==> src/logic/twr_pkg.sv <==
// Package for the wide timer register byte access block.
// Assumes an 8-bit processor bus with byte locations numbered as below.
package twr_pkg;
    // Byte location offsets on the 8-bit I/O bus
    localparam logic [2:0] CNT_LO_OFS = 3'h0;
    localparam logic [2:0] CNT_HI_OFS = 3'h1;
    localparam logic [2:0] CMPA_LO_OFS = 3'h2;
    localparam logic [2:0] CMPA_HI_OFS = 3'h3;
    localparam logic [2:0] CMPB_LO_OFS = 3'h4;
    localparam logic [2:0] CMPB_HI_OFS = 3'h5;
    localparam logic [2:0] CAP_LO_OFS = 3'h6;
    localparam logic [2:0] CAP_HI_OFS = 3'h7;
    // Register index within the bank
    localparam logic [1:0] IDX_CNT = 2'h0;
    localparam logic [1:0] IDX_CMPA = 2'h1;
    localparam logic [1:0] IDX_CMPB = 2'h2;
    localparam logic [1:0] IDX_CAP = 2'h3;
    // Values after reset
    localparam logic [7:0] LATCH_RST = 8'h00;
    localparam logic [15:0] WIDE_RST = 16'h0000;
    localparam logic [7:0] RDATA_RST = 8'h00;
endpackage : twr_pkg

==> src/logic/twr_if.sv <==
// Interface carrying the shared high-byte latch controls.
// Assumes both ends sit on the same clock.
`timescale 1ns/1ps
interface twr_latch_if;
    logic load_wr;
    logic [7:0] wr_value;
    logic load_rd;
    logic [7:0] rd_value;
    logic [7:0] value;
    modport owner (input load_wr, input wr_value, input load_rd,
        input rd_value, output value);
    modport user (output load_wr, output wr_value, output load_rd,
        output rd_value, input value);
endinterface : twr_latch_if

==> src/logic/twr_bank.sv <==
// Function
// - Each wide register is reached as two separate byte transfers.
// - One 8-bit high-byte latch serves all wide registers.
// - Writing a high-byte location only loads the latch.
// - Low-byte write loads latch and low byte into register together.
// - Count or capture low-byte read copies the upper half into the latch same cycle.
// - Compare reads bypass the latch and leave it undisturbed.
// - Capture high-byte read returns the latch contents.
// - Latch keeps its value after a low-byte write.
//
// Top of the wide register byte access bank: count, two compare values
// and capture, each 16 bits, reached byte by byte through one latch.
// Assumes a single-cycle 8-bit bus from the processor core on clk; timer
// logic supplies count and capture updates, processor writes win.
// Assumes the processor keeps its byte order and never lets another
// access land between the two halves of a pair.
`timescale 1ns/1ps
module twr_bank
    import twr_pkg::*;
(
    input wire logic clk,
    input wire logic nrst,
    input wire logic [2:0] bus_addr,
    input wire logic bus_wr,
    input wire logic bus_rd,
    input wire logic [7:0] bus_wdata,
    output logic [7:0] bus_rdata,
    input wire logic count_load,
    input wire logic [15:0] count_load_value,
    input wire logic capture_load,
    input wire logic [15:0] capture_load_value,
    output logic [15:0] timer_count_value,
    output logic [15:0] compare_a_value,
    output logic [15:0] compare_b_value,
    output logic [15:0] capture_value
);
    // Storage: one flip-flop word per wide register, picked by index
    logic [15:0] wide_reg [4];
    logic [15:0] wide_next [4];
    // Registered read byte; it holds between reads
    logic [7:0] rdata_reg;
    logic [7:0] rdata_next;
    // Decode of the byte location and of the strobe that comes with it
    logic [1:0] idx;
    logic is_hi;
    logic backed;
    logic wr_hi;
    logic wr_lo;
    logic rd_hi;
    logic rd_lo;
    // Commit strobe per wide register from a processor low-byte write
    logic [3:0] cpu_commit;
    // Byte a read returns, before it is registered
    logic [7:0] rd_lo_byte;
    logic [7:0] rd_hi_byte;

    // The shared latch sits in a module of its own, so no wide register
    // can quietly grow a private upper-byte copy. Only one access pair
    // may be in flight: a second pair other than a compare read between
    // the halves of the first overwrites the latch and corrupts the first pair's value.
    twr_latch_if lif ();

    twr_latch u_latch (
        .clk (clk),
        .nrst (nrst),
        .lif (lif)
    );

    // Which wide register a byte location refers to
    function automatic logic [1:0] reg_index(input logic [2:0] a);
        reg_index = a[2:1];
    endfunction : reg_index

    // Odd byte locations hold the upper half
    function automatic logic byte_is_high(input logic [2:0] a);
        byte_is_high = a[0];
    endfunction : byte_is_high

    // Count and capture reads go through the latch; compare reads do not
    function automatic logic uses_latch(input logic [1:0] i);
        uses_latch = (i == IDX_CNT) || (i == IDX_CAP);
    endfunction : uses_latch

    // Halves of a wide word
    function automatic logic [7:0] upper_half(input logic [15:0] w);
        upper_half = w[15:8];
    endfunction : upper_half

    function automatic logic [7:0] lower_half(input logic [15:0] w);
        lower_half = w[7:0];
    endfunction : lower_half

    // A committed word is the latch on top of the byte just written
    function automatic logic [15:0] commit_word(input logic [7:0] hi,
        input logic [7:0] lo);
        commit_word = {hi, lo};
    endfunction : commit_word

    // Location and strobe decode; a read and a write in one cycle is not
    // supported, at a high location the write side would win on the latch
    assign idx = reg_index(bus_addr);
    assign is_hi = byte_is_high(bus_addr);
    assign backed = uses_latch(idx);
    assign wr_hi = bus_wr && is_hi;
    assign wr_lo = bus_wr && !is_hi;
    assign rd_hi = bus_rd && is_hi;
    assign rd_lo = bus_rd && !is_hi;

    // Latch strobes; every high write goes to the latch, but only reads
    // of count and capture refill it, so compare reads leave it alone
    always_comb
    begin
        lif.load_wr = wr_hi;
        lif.wr_value = bus_wdata;
        lif.load_rd = rd_lo && backed;
        lif.rd_value = upper_half(wide_reg[idx]);
    end

    // One commit strobe per register from a low-byte write; a high write
    // raises none of them, so it can never alter a wide word
    always_comb
    begin
        cpu_commit = 4'h0;
        if (wr_lo)
            cpu_commit[idx] = 1'b1;
    end

    // Wide register next values; a low-byte write commits latch and byte
    // together and leaves the latch as it was for the next low write.
    // A processor write has priority over a timer load of the same word;
    // the timer value is dropped, never merged byte by byte
    always_comb
    begin
        // Count: processor low write, else timer load, else hold
        if (cpu_commit[IDX_CNT])
            wide_next[IDX_CNT] = commit_word(lif.value, bus_wdata);
        else if (count_load)
            wide_next[IDX_CNT] = count_load_value;
        else
            wide_next[IDX_CNT] = wide_reg[IDX_CNT];

        // Compare A: only the processor writes it
        if (cpu_commit[IDX_CMPA])
            wide_next[IDX_CMPA] = commit_word(lif.value, bus_wdata);
        else
            wide_next[IDX_CMPA] = wide_reg[IDX_CMPA];

        // Compare B: only the processor writes it
        if (cpu_commit[IDX_CMPB])
            wide_next[IDX_CMPB] = commit_word(lif.value, bus_wdata);
        else
            wide_next[IDX_CMPB] = wide_reg[IDX_CMPB];

        // Capture: processor low write, else timer load, else hold
        if (cpu_commit[IDX_CAP])
            wide_next[IDX_CAP] = commit_word(lif.value, bus_wdata);
        else if (capture_load)
            wide_next[IDX_CAP] = capture_load_value;
        else
            wide_next[IDX_CAP] = wide_reg[IDX_CAP];
    end

    // Wide registers only take their next values
    always_ff @(posedge clk or negedge nrst)
    begin
        if (!nrst)
        begin
            wide_reg[IDX_CNT] <= WIDE_RST;
            wide_reg[IDX_CMPA] <= WIDE_RST;
            wide_reg[IDX_CMPB] <= WIDE_RST;
            wide_reg[IDX_CAP] <= WIDE_RST;
        end
        else
        begin
            wide_reg[IDX_CNT] <= wide_next[IDX_CNT];
            wide_reg[IDX_CMPA] <= wide_next[IDX_CMPA];
            wide_reg[IDX_CMPB] <= wide_next[IDX_CMPB];
            wide_reg[IDX_CAP] <= wide_next[IDX_CAP];
        end
    end

    // Low half comes straight from the addressed word
    assign rd_lo_byte = lower_half(wide_reg[idx]);

    // Upper half: the latch for count and capture, the live word for
    // compares; a high read with no low read before it returns whatever
    // the latch last held
    always_comb
    begin
        if (backed)
            rd_hi_byte = lif.value;
        else
            rd_hi_byte = upper_half(wide_reg[idx]);
    end

    // Read data next value; it changes only on a read strobe, so a timer
    // load between the halves of a read does not tear the pair
    always_comb
    begin
        rdata_next = rdata_reg;
        if (rd_lo)
            rdata_next = rd_lo_byte;
        else if (rd_hi)
            rdata_next = rd_hi_byte;
    end

    // Read data register only takes its next value
    always_ff @(posedge clk or negedge nrst)
    begin
        if (!nrst)
            rdata_reg <= RDATA_RST;
        else
            rdata_reg <= rdata_next;
    end

    // Every output comes straight from a flip-flop, so the timer side
    // never sees decode glitches
    assign bus_rdata = rdata_reg;
    assign timer_count_value = wide_reg[IDX_CNT];
    assign compare_a_value = wide_reg[IDX_CMPA];
    assign compare_b_value = wide_reg[IDX_CMPB];
    assign capture_value = wide_reg[IDX_CAP];
endmodule : twr_bank

==> src/logic/twr_latch.sv <==
// Shared 8-bit high-byte latch serving every wide register of the timer.
// Assumes at most one of the two load strobes is high in any cycle.
`timescale 1ns/1ps
module twr_latch
    import twr_pkg::*;
(
    input wire logic clk,
    input wire logic nrst,
    twr_latch_if.owner lif
);
    logic [7:0] latch_reg;
    logic [7:0] latch_next;

    // One latch for all wide registers; holds unless strobed
    always_comb
    begin
        latch_next = latch_reg;
        if (lif.load_wr)
            latch_next = lif.wr_value;
        else if (lif.load_rd)
            latch_next = lif.rd_value;
    end

    always_ff @(posedge clk or negedge nrst)
    begin
        if (!nrst)
            latch_reg <= LATCH_RST;
        else
            latch_reg <= latch_next;
    end

    assign lif.value = latch_reg;
endmodule : twr_latch

==> config.mk <==
export PLATFORM = sky130hd
export DESIGN_NAME = twr_bank
export DESIGN_NICKNAME = d
export VERILOG_FILES = /design/src/logic/twr_pkg.sv /design/src/logic/twr_if.sv /design/src/logic/twr_bank.sv /design/src/logic/twr_latch.sv
export SDC_FILE = /design/constraint.sdc
export NUM_CORES = 1
export LEC_CHECK = 0
export ABC_CLOCK_PERIOD_IN_PS = 3200
export BUFFER_PORTS_ARGS = -buffer_cell sky130_fd_sc_hd__buf_2
export CAP_MARGIN = 20
export CORE_MARGIN = 1
export CORE_UTILIZATION = 56
export DETAILED_ROUTE_END_ITERATION = 8
export PLACE_DENSITY = 0.95
export SLEW_MARGIN = 20
export SYNTH_ARGS = -nofsm -noshare
export SYNTH_HDL_FRONTEND = slang
export SYNTH_SLANG_ARGS = --single-unit
==> constraint.sdc <==
create_clock -name clk -period 3.2 [get_ports clk]
set_input_delay 0.64 -clock clk [delete_from_list [all_inputs] [get_ports clk]]
set_output_delay 0.64 -clock clk [all_outputs]
set_load 0.005 [all_outputs]
After elaboration in Yosys (flattened, before gate mapping)
Cells that the tools add are included.
{"block": "word_totals", "input_bits": 49, "output_inout_bits": 72, "word_cells": 39, "register_bits": 80}
{"block": "classes", "mux": 15, "eq_ne": 1, "order_cmp": 3, "n_reduce_logical": 13, "bitwise": 1}
{"operator": "two-way mux 16 bit", "n": 6}
{"operator": "two-way mux 8 bit", "n": 5}
{"operator": "binary-select mux 16 bit (select 2 bit)", "n": 1}
{"operator": "nonzero test 2 bit", "n": 4}
{"operator": "logical AND 1 bit", "n": 6}
{"operator": "two-way mux 4 bit", "n": 1}
{"operator": "greater-or-equal comparator 3 bit, second input constant", "n": 1}
{"operator": "< comparator 2 x 3 -> 1 bit, second input constant", "n": 1}
{"operator": "inverter 2 -> 3 bit", "n": 1}
{"operator": "demux 1 bit (select 2 bit)", "n": 1}
{"operator": "== test 2 bit, second input constant", "n": 1}
{"operator": "greater-or-equal comparator 2 x 1 -> 1 bit, second input constant", "n": 1}
{"operator": "logical NOT 2 bit", "n": 1}
{"operator": "logical NOT 1 bit", "n": 1}
{"operator": "logical OR 1 bit", "n": 1}
{"operator": "two-way mux 1 bit", "n": 1}

Logic depth before layout (Yosys ltp)
{"block": "logic_depth", "word_depth": 7, "mapped_depth": 8, "depth_no_buf": 5}

By module
Synthesis repeated with hierarchy kept, for this count alone.
{"block": "hier_totals", "cells_unflattened": 371, "area_unflattened_um2": 4113.9}
{"mod": "twr_bank", "cells_per_inst": 337, "instances": 1, "area_per_inst_um2": 3741.1, "seq_area_each_um2": 1801.7}
{"mod": "twr_latch", "cells_per_inst": 34, "instances": 1, "area_per_inst_um2": 372.9, "seq_area_each_um2": 200.2}

Worst setup path before layout
OpenSTA, ideal clock, no wires.
{"block": "synth_timing", "path_kind": "input port to flip-flop", "from": "input bus_addr[2]", "to": "register u_latch.latch_reg[0], in the netlist u_latch.lif.value[0]", "cell_stages": 7, "t_arrival_ns": 2.376, "required_ns": 3.074, "setup_slack_ns": 0.698, "setup_time_ns": 0.126, "n_path_buf": 2, "cell_sequence": "buf_6 > clkbuf_1 > inv_2 > ha_1 > nor3b_2 > a21oi_1 > a221o_1"}
{"block": "synth_via", "elab_chain_len": 6, "word_cells_on_any_way": 11, "cone_classes": "eq/ne: 1; mux: 5; bitwise: 1; reduce/logical: 4"}
{"item": "start, declared", "line_no": "twr_bank.sv:23", "text": "input wire logic [2:0] bus_addr,"}
{"item": "inverter 2 -> 3 bit (not written as such)", "line_no": "twr_bank.sv:116", "text": "lif.rd_value = upper_half(wide_reg[idx]);"}
{"item": "binary-select mux 16 bit (select 2 bit)", "line_no": "twr_bank.sv:116"}
{"item": "two-way mux 16 bit (not written as such) (2 in a row)", "line_no": "twr_bank.sv:116"}
{"item": "two-way mux 8 bit", "line_no": "twr_latch.sv:20", "text": "else if (lif.load_rd)"}
{"item": "two-way mux 8 bit", "line_no": "twr_latch.sv:18", "text": "if (lif.load_wr)"}
{"item": "end signal, assigned", "line_no": "twr_latch.sv:29", "text": "latch_reg <= latch_next;"}
{"item": "end, declared", "line_no": "twr_latch.sv:11", "text": "logic [7:0] latch_reg;"}
Several ways; a longest one is shown, not always the timed one. The select of a mux whose other input is x is not followed.
A chain may end at the register's enable or synchronous reset.

Worst setup path after layout
{"block": "layout_timing", "from": "input bus_addr[1]", "to": "register u_latch.latch_reg[6], in the netlist u_latch.lif.value[6]"}
Same word-level chain as after synthesis.

==> summary.txt <==
Cells and area
  – Ant. Diodes: 0
  – Share of cells above drive strength 1: 0.359
  – Area Growth Syn to Fin: 20.8%
  – Final nets: 512
  – Design area: a little under 5000 um2

Critical path
  – WP buf/inv: 2
  – Maximum net fanout on the critical path: 10
  – Kind of critical path: input pin to register
  – Max stage delay on crit path: 0.50 ns
  – Cell breakdown of the critical path: buf_2 -> bufinv_8 -> ha_1 -> nor3b_2 -> a21oi_1 -> a221o_1
  – WP data required: between 3 and 4 ns
  – Critical Path Start Type: input pin
  – CP top delay family: compound AO/OA/AOI/OAI gates
  – Setup crit end kind: register
  – Crit-path slowest cell: nor3b_2
  – Critical path arrival: 2.52 ns

Pwr
  – Post-layout power: 2.82 mW
  – Clk pwr share: 0.257
  – VDD IR max: 0.296 mV
  – Power Dens Cells: between 500 and 600 nW/um2
  – Net Sw Frac: 0.301
  – Logic pwr share: 0.253
  – P_sw: about 0.85 mW
  – Lkg Pwr: 2.44 nW
  – Internal power: about 2.0 mW
  – Share of power burned in registers: 0.489

Global routing
  – Largest net degree at the start of global routing: 81
  – Vias in the first global route: 3,265
  – GRT Overall Usage: 0.292
  – Global-route wire length before repair: about 17,000 um
  – Grt ovf: 0
  – Initial antenna violation count: 0

CTS
  – CTS H-Tree Depth: 3
  – Clock buffer depth: 2
  – Setup repair bufs after CTS: 0
  – Worst-Skew Late Latency: 0.34 ns
  – Root Driver: clkbuf_8
  – TritonCTS clock tree: built
  – Post-cts resize count: 0
  – CTS Buf Count: 9
  – # hold bufs at CTS: 0
  – Clk slew on worst S/H paths: roughly 0.08 ns
  – TritonCTS Sinks: 80

Placement
  – Placed cell area: between 4000 and 5000 um2
  – Pre-CTS setup slack: 0.580 ns
  – GPL Wtd Cong: about 0.91
  – HPWL Detailed: 7750 um
  – IO Port Bufs: 120

STA
  – Setup TNS: 0 ns
  – Final Slew Violations: 0
  – Worst-margin pin slew: between 0.7 and 0.8 ns
  – Fin Clk Skew: between 0.007 and 0.008 ns
  – Tmin final: 2.30 ns
  – Final setup fails: 0
  – RSZ-0062 raised after global routing: false
  – Final hold violations: 0
  – Fmax achieved: between 400 and 500 MHz
  – Period utilisation layout: 0.719
  – Worst setup margin: 0.901 ns
  – Hold slack final: around 0.24 ns
  – Rel. slew slack: 0.478

Yosys
  – Mapped Area: between 4000 and 5000 um2
  – Asr flop ratio synth: 1.00
  – Synth cell count leaders: dfrtp_1, mux2_1, a21oi_1
  – Most used DFF post-synth: dfrtp_1
  – Syn Inst Count: about 350
  – Xor and xnor area share after synthesis: 0
  – Netlist cell types: 27
  – Syn Nets: approximately 400
  – Mean Syn Cell Area: between 10 and 15 um2
  – Largest family of logic cells by synthesized area: multiplexers
  – Post-synthesis mux area share: 0.267
  – Cells taking the most area after synthesis: dfrtp_1, mux2_1, mux2i_1
  – Simple-gate share of the synthesized area: 0.0793
  – Post-synthesis sequential area ratio: 0.490
  – Area fraction in compound gates after synthesis: 0.119
  – Ys Warns: 0
  – Top-area cell type share of the netlist area: 0.490
  – Yosys reg bits: 80
  – Adder-cell share of the synthesized area: 0.0123
  – Leading area contributor after synthesis: dfrtp_1
  – Most frequent cell after synthesis: dfrtp_1
  – Number of flops mapped to enable cells by yosys: 0

Route
  – Vias per Instance: a little under 6
  – Number of routed nets with antenna violations: 0
  – DRT Wirelength: about 10,000 um
  – # DRC: 0
  – Drt first pass iters: 4
  – Vias: between 3,000 and 4,000
  – WL/cell: about 19 um
  – DRT iter0 DRCs: approximately 280

Run status
  – Outcome: finished clean

Floorplan
  – Die area: around 7600 um2
  – Rows: 30
  – Die Wd: 87.4 um
  – Vert. Die Dim: between 80 and 90 um
  – I/O Pins: around 120
  – Initial core utilization: 0.591
  – Core footprint: 6910 um2

Min path
  – Hold crit path type: input pin to asynchronous set/reset pin

Run
  – # Max-Cap Violations: 0
==> power by group through the flow <==
stage	logic, mW	clock network [mW]	registers [mW]
2_1_floorplan	0.372	0	1.37
3_3_place_gp	0.686	0	1.38
3_5_place_dp	0.712	0	1.39
4_1_cts	0.714	0.731	1.38
5_1_grt	0.783	0.768	1.41
6_report	0.714	0.725	1.38
==> placed cells by master (no fill, tap or decap) <==
master,count
buf_2,119
dfrtp_1,80
mux2_1,40
a21oi_1,33
mux2i_1,32
nor2_1,32
a211oi_1,16
mux2_4,13
nand2_1,11
mux2_2,11
nor2b_1,10
clkbuf_8,10
a221oi_1,8
o22ai_1,8
and3_1,8
a221o_1,8
buf_4,5
ha_1,4
nand3b_1,3
clkinv_2,3
bufinv_8,1
inv_2,1
inv_1,1
and2_1,1
or3b_1,1
nor3b_2,1
clkbuf_1,1
bufinv_16,1
buf_12,1
==> layer usage <==
layer	wire [um]	part of all wire	vias to the layer above	track usage
li1	-	-	1508	-
met1	4450	0.42	1617	0.398
met3	865	0.082	24	0.0455
met5	0	0	-	0
met2	4960	0.47	156	0.470
met4	227	0.022	0	0.109
==> state kept, by name, summed over array words and instances (netlist names) <==
name and flops:
bus_rdata 8, u_latch.lif.value 8, capture_value 16, compare_a_value 16
compare_b_value 16, timer_count_value 16
==> path summary, 6_finish.rpt <==
check                                                 start                           endpoint  slack (ns)  cells past startpoint
hold / removal                                         nrst  timer_count_value[10]$_DFFE_PN0P_        0.24                      1
min in group clk             compare_b_value[7]$_DFFE_PN0P_     compare_b_value[7]$_DFFE_PN0P_        0.51                      1
setup / recovery                                bus_addr[1]   u_latch.lif.value[6]$_DFFE_PN0P_        0.90                      6
setup reg to reg           timer_count_value[9]$_DFFE_PN0P_   u_latch.lif.value[1]$_DFFE_PN0P_        1.79                      3
max in group asynchronous                              nrst   u_latch.lif.value[4]$_DFFE_PN0P_        2.36                      2
hold reg to reg              compare_b_value[7]$_DFFE_PN0P_     compare_b_value[7]$_DFFE_PN0P_        0.51                      1
==> stage by stage <==
stage | instances | utilization
2_1_floorplan | 345 | -
3_3_place_gp | 543 | 0.685
3_5_place_dp | 543 | 0.685
4_1_cts | 558 | 0.712
5_1_grt | 559 | 0.715
6_report | 559 | 0.715
==> layout make-up <==
class	count	area, um2
Sequential cell	80	2000
Fill cell	522	1970
Multi-Input combinational cell	240	1950
Timing Repair Buffer	125	653
Clock buffer	11	141
Tap cell	96	120
Clock inverter	4	45.0
Inverter	3	25.0
==> kinds of logic after synthesis <==
logic type	Yosys count
flip-flops	80
AND/OR/NAND/NOR	67
adder cells (fa/ha/maj)	4
AO/OA/AOI/OAI	73
multiplexers	96
buffers and inverters	25
Power figures use the tool's default switching activity.
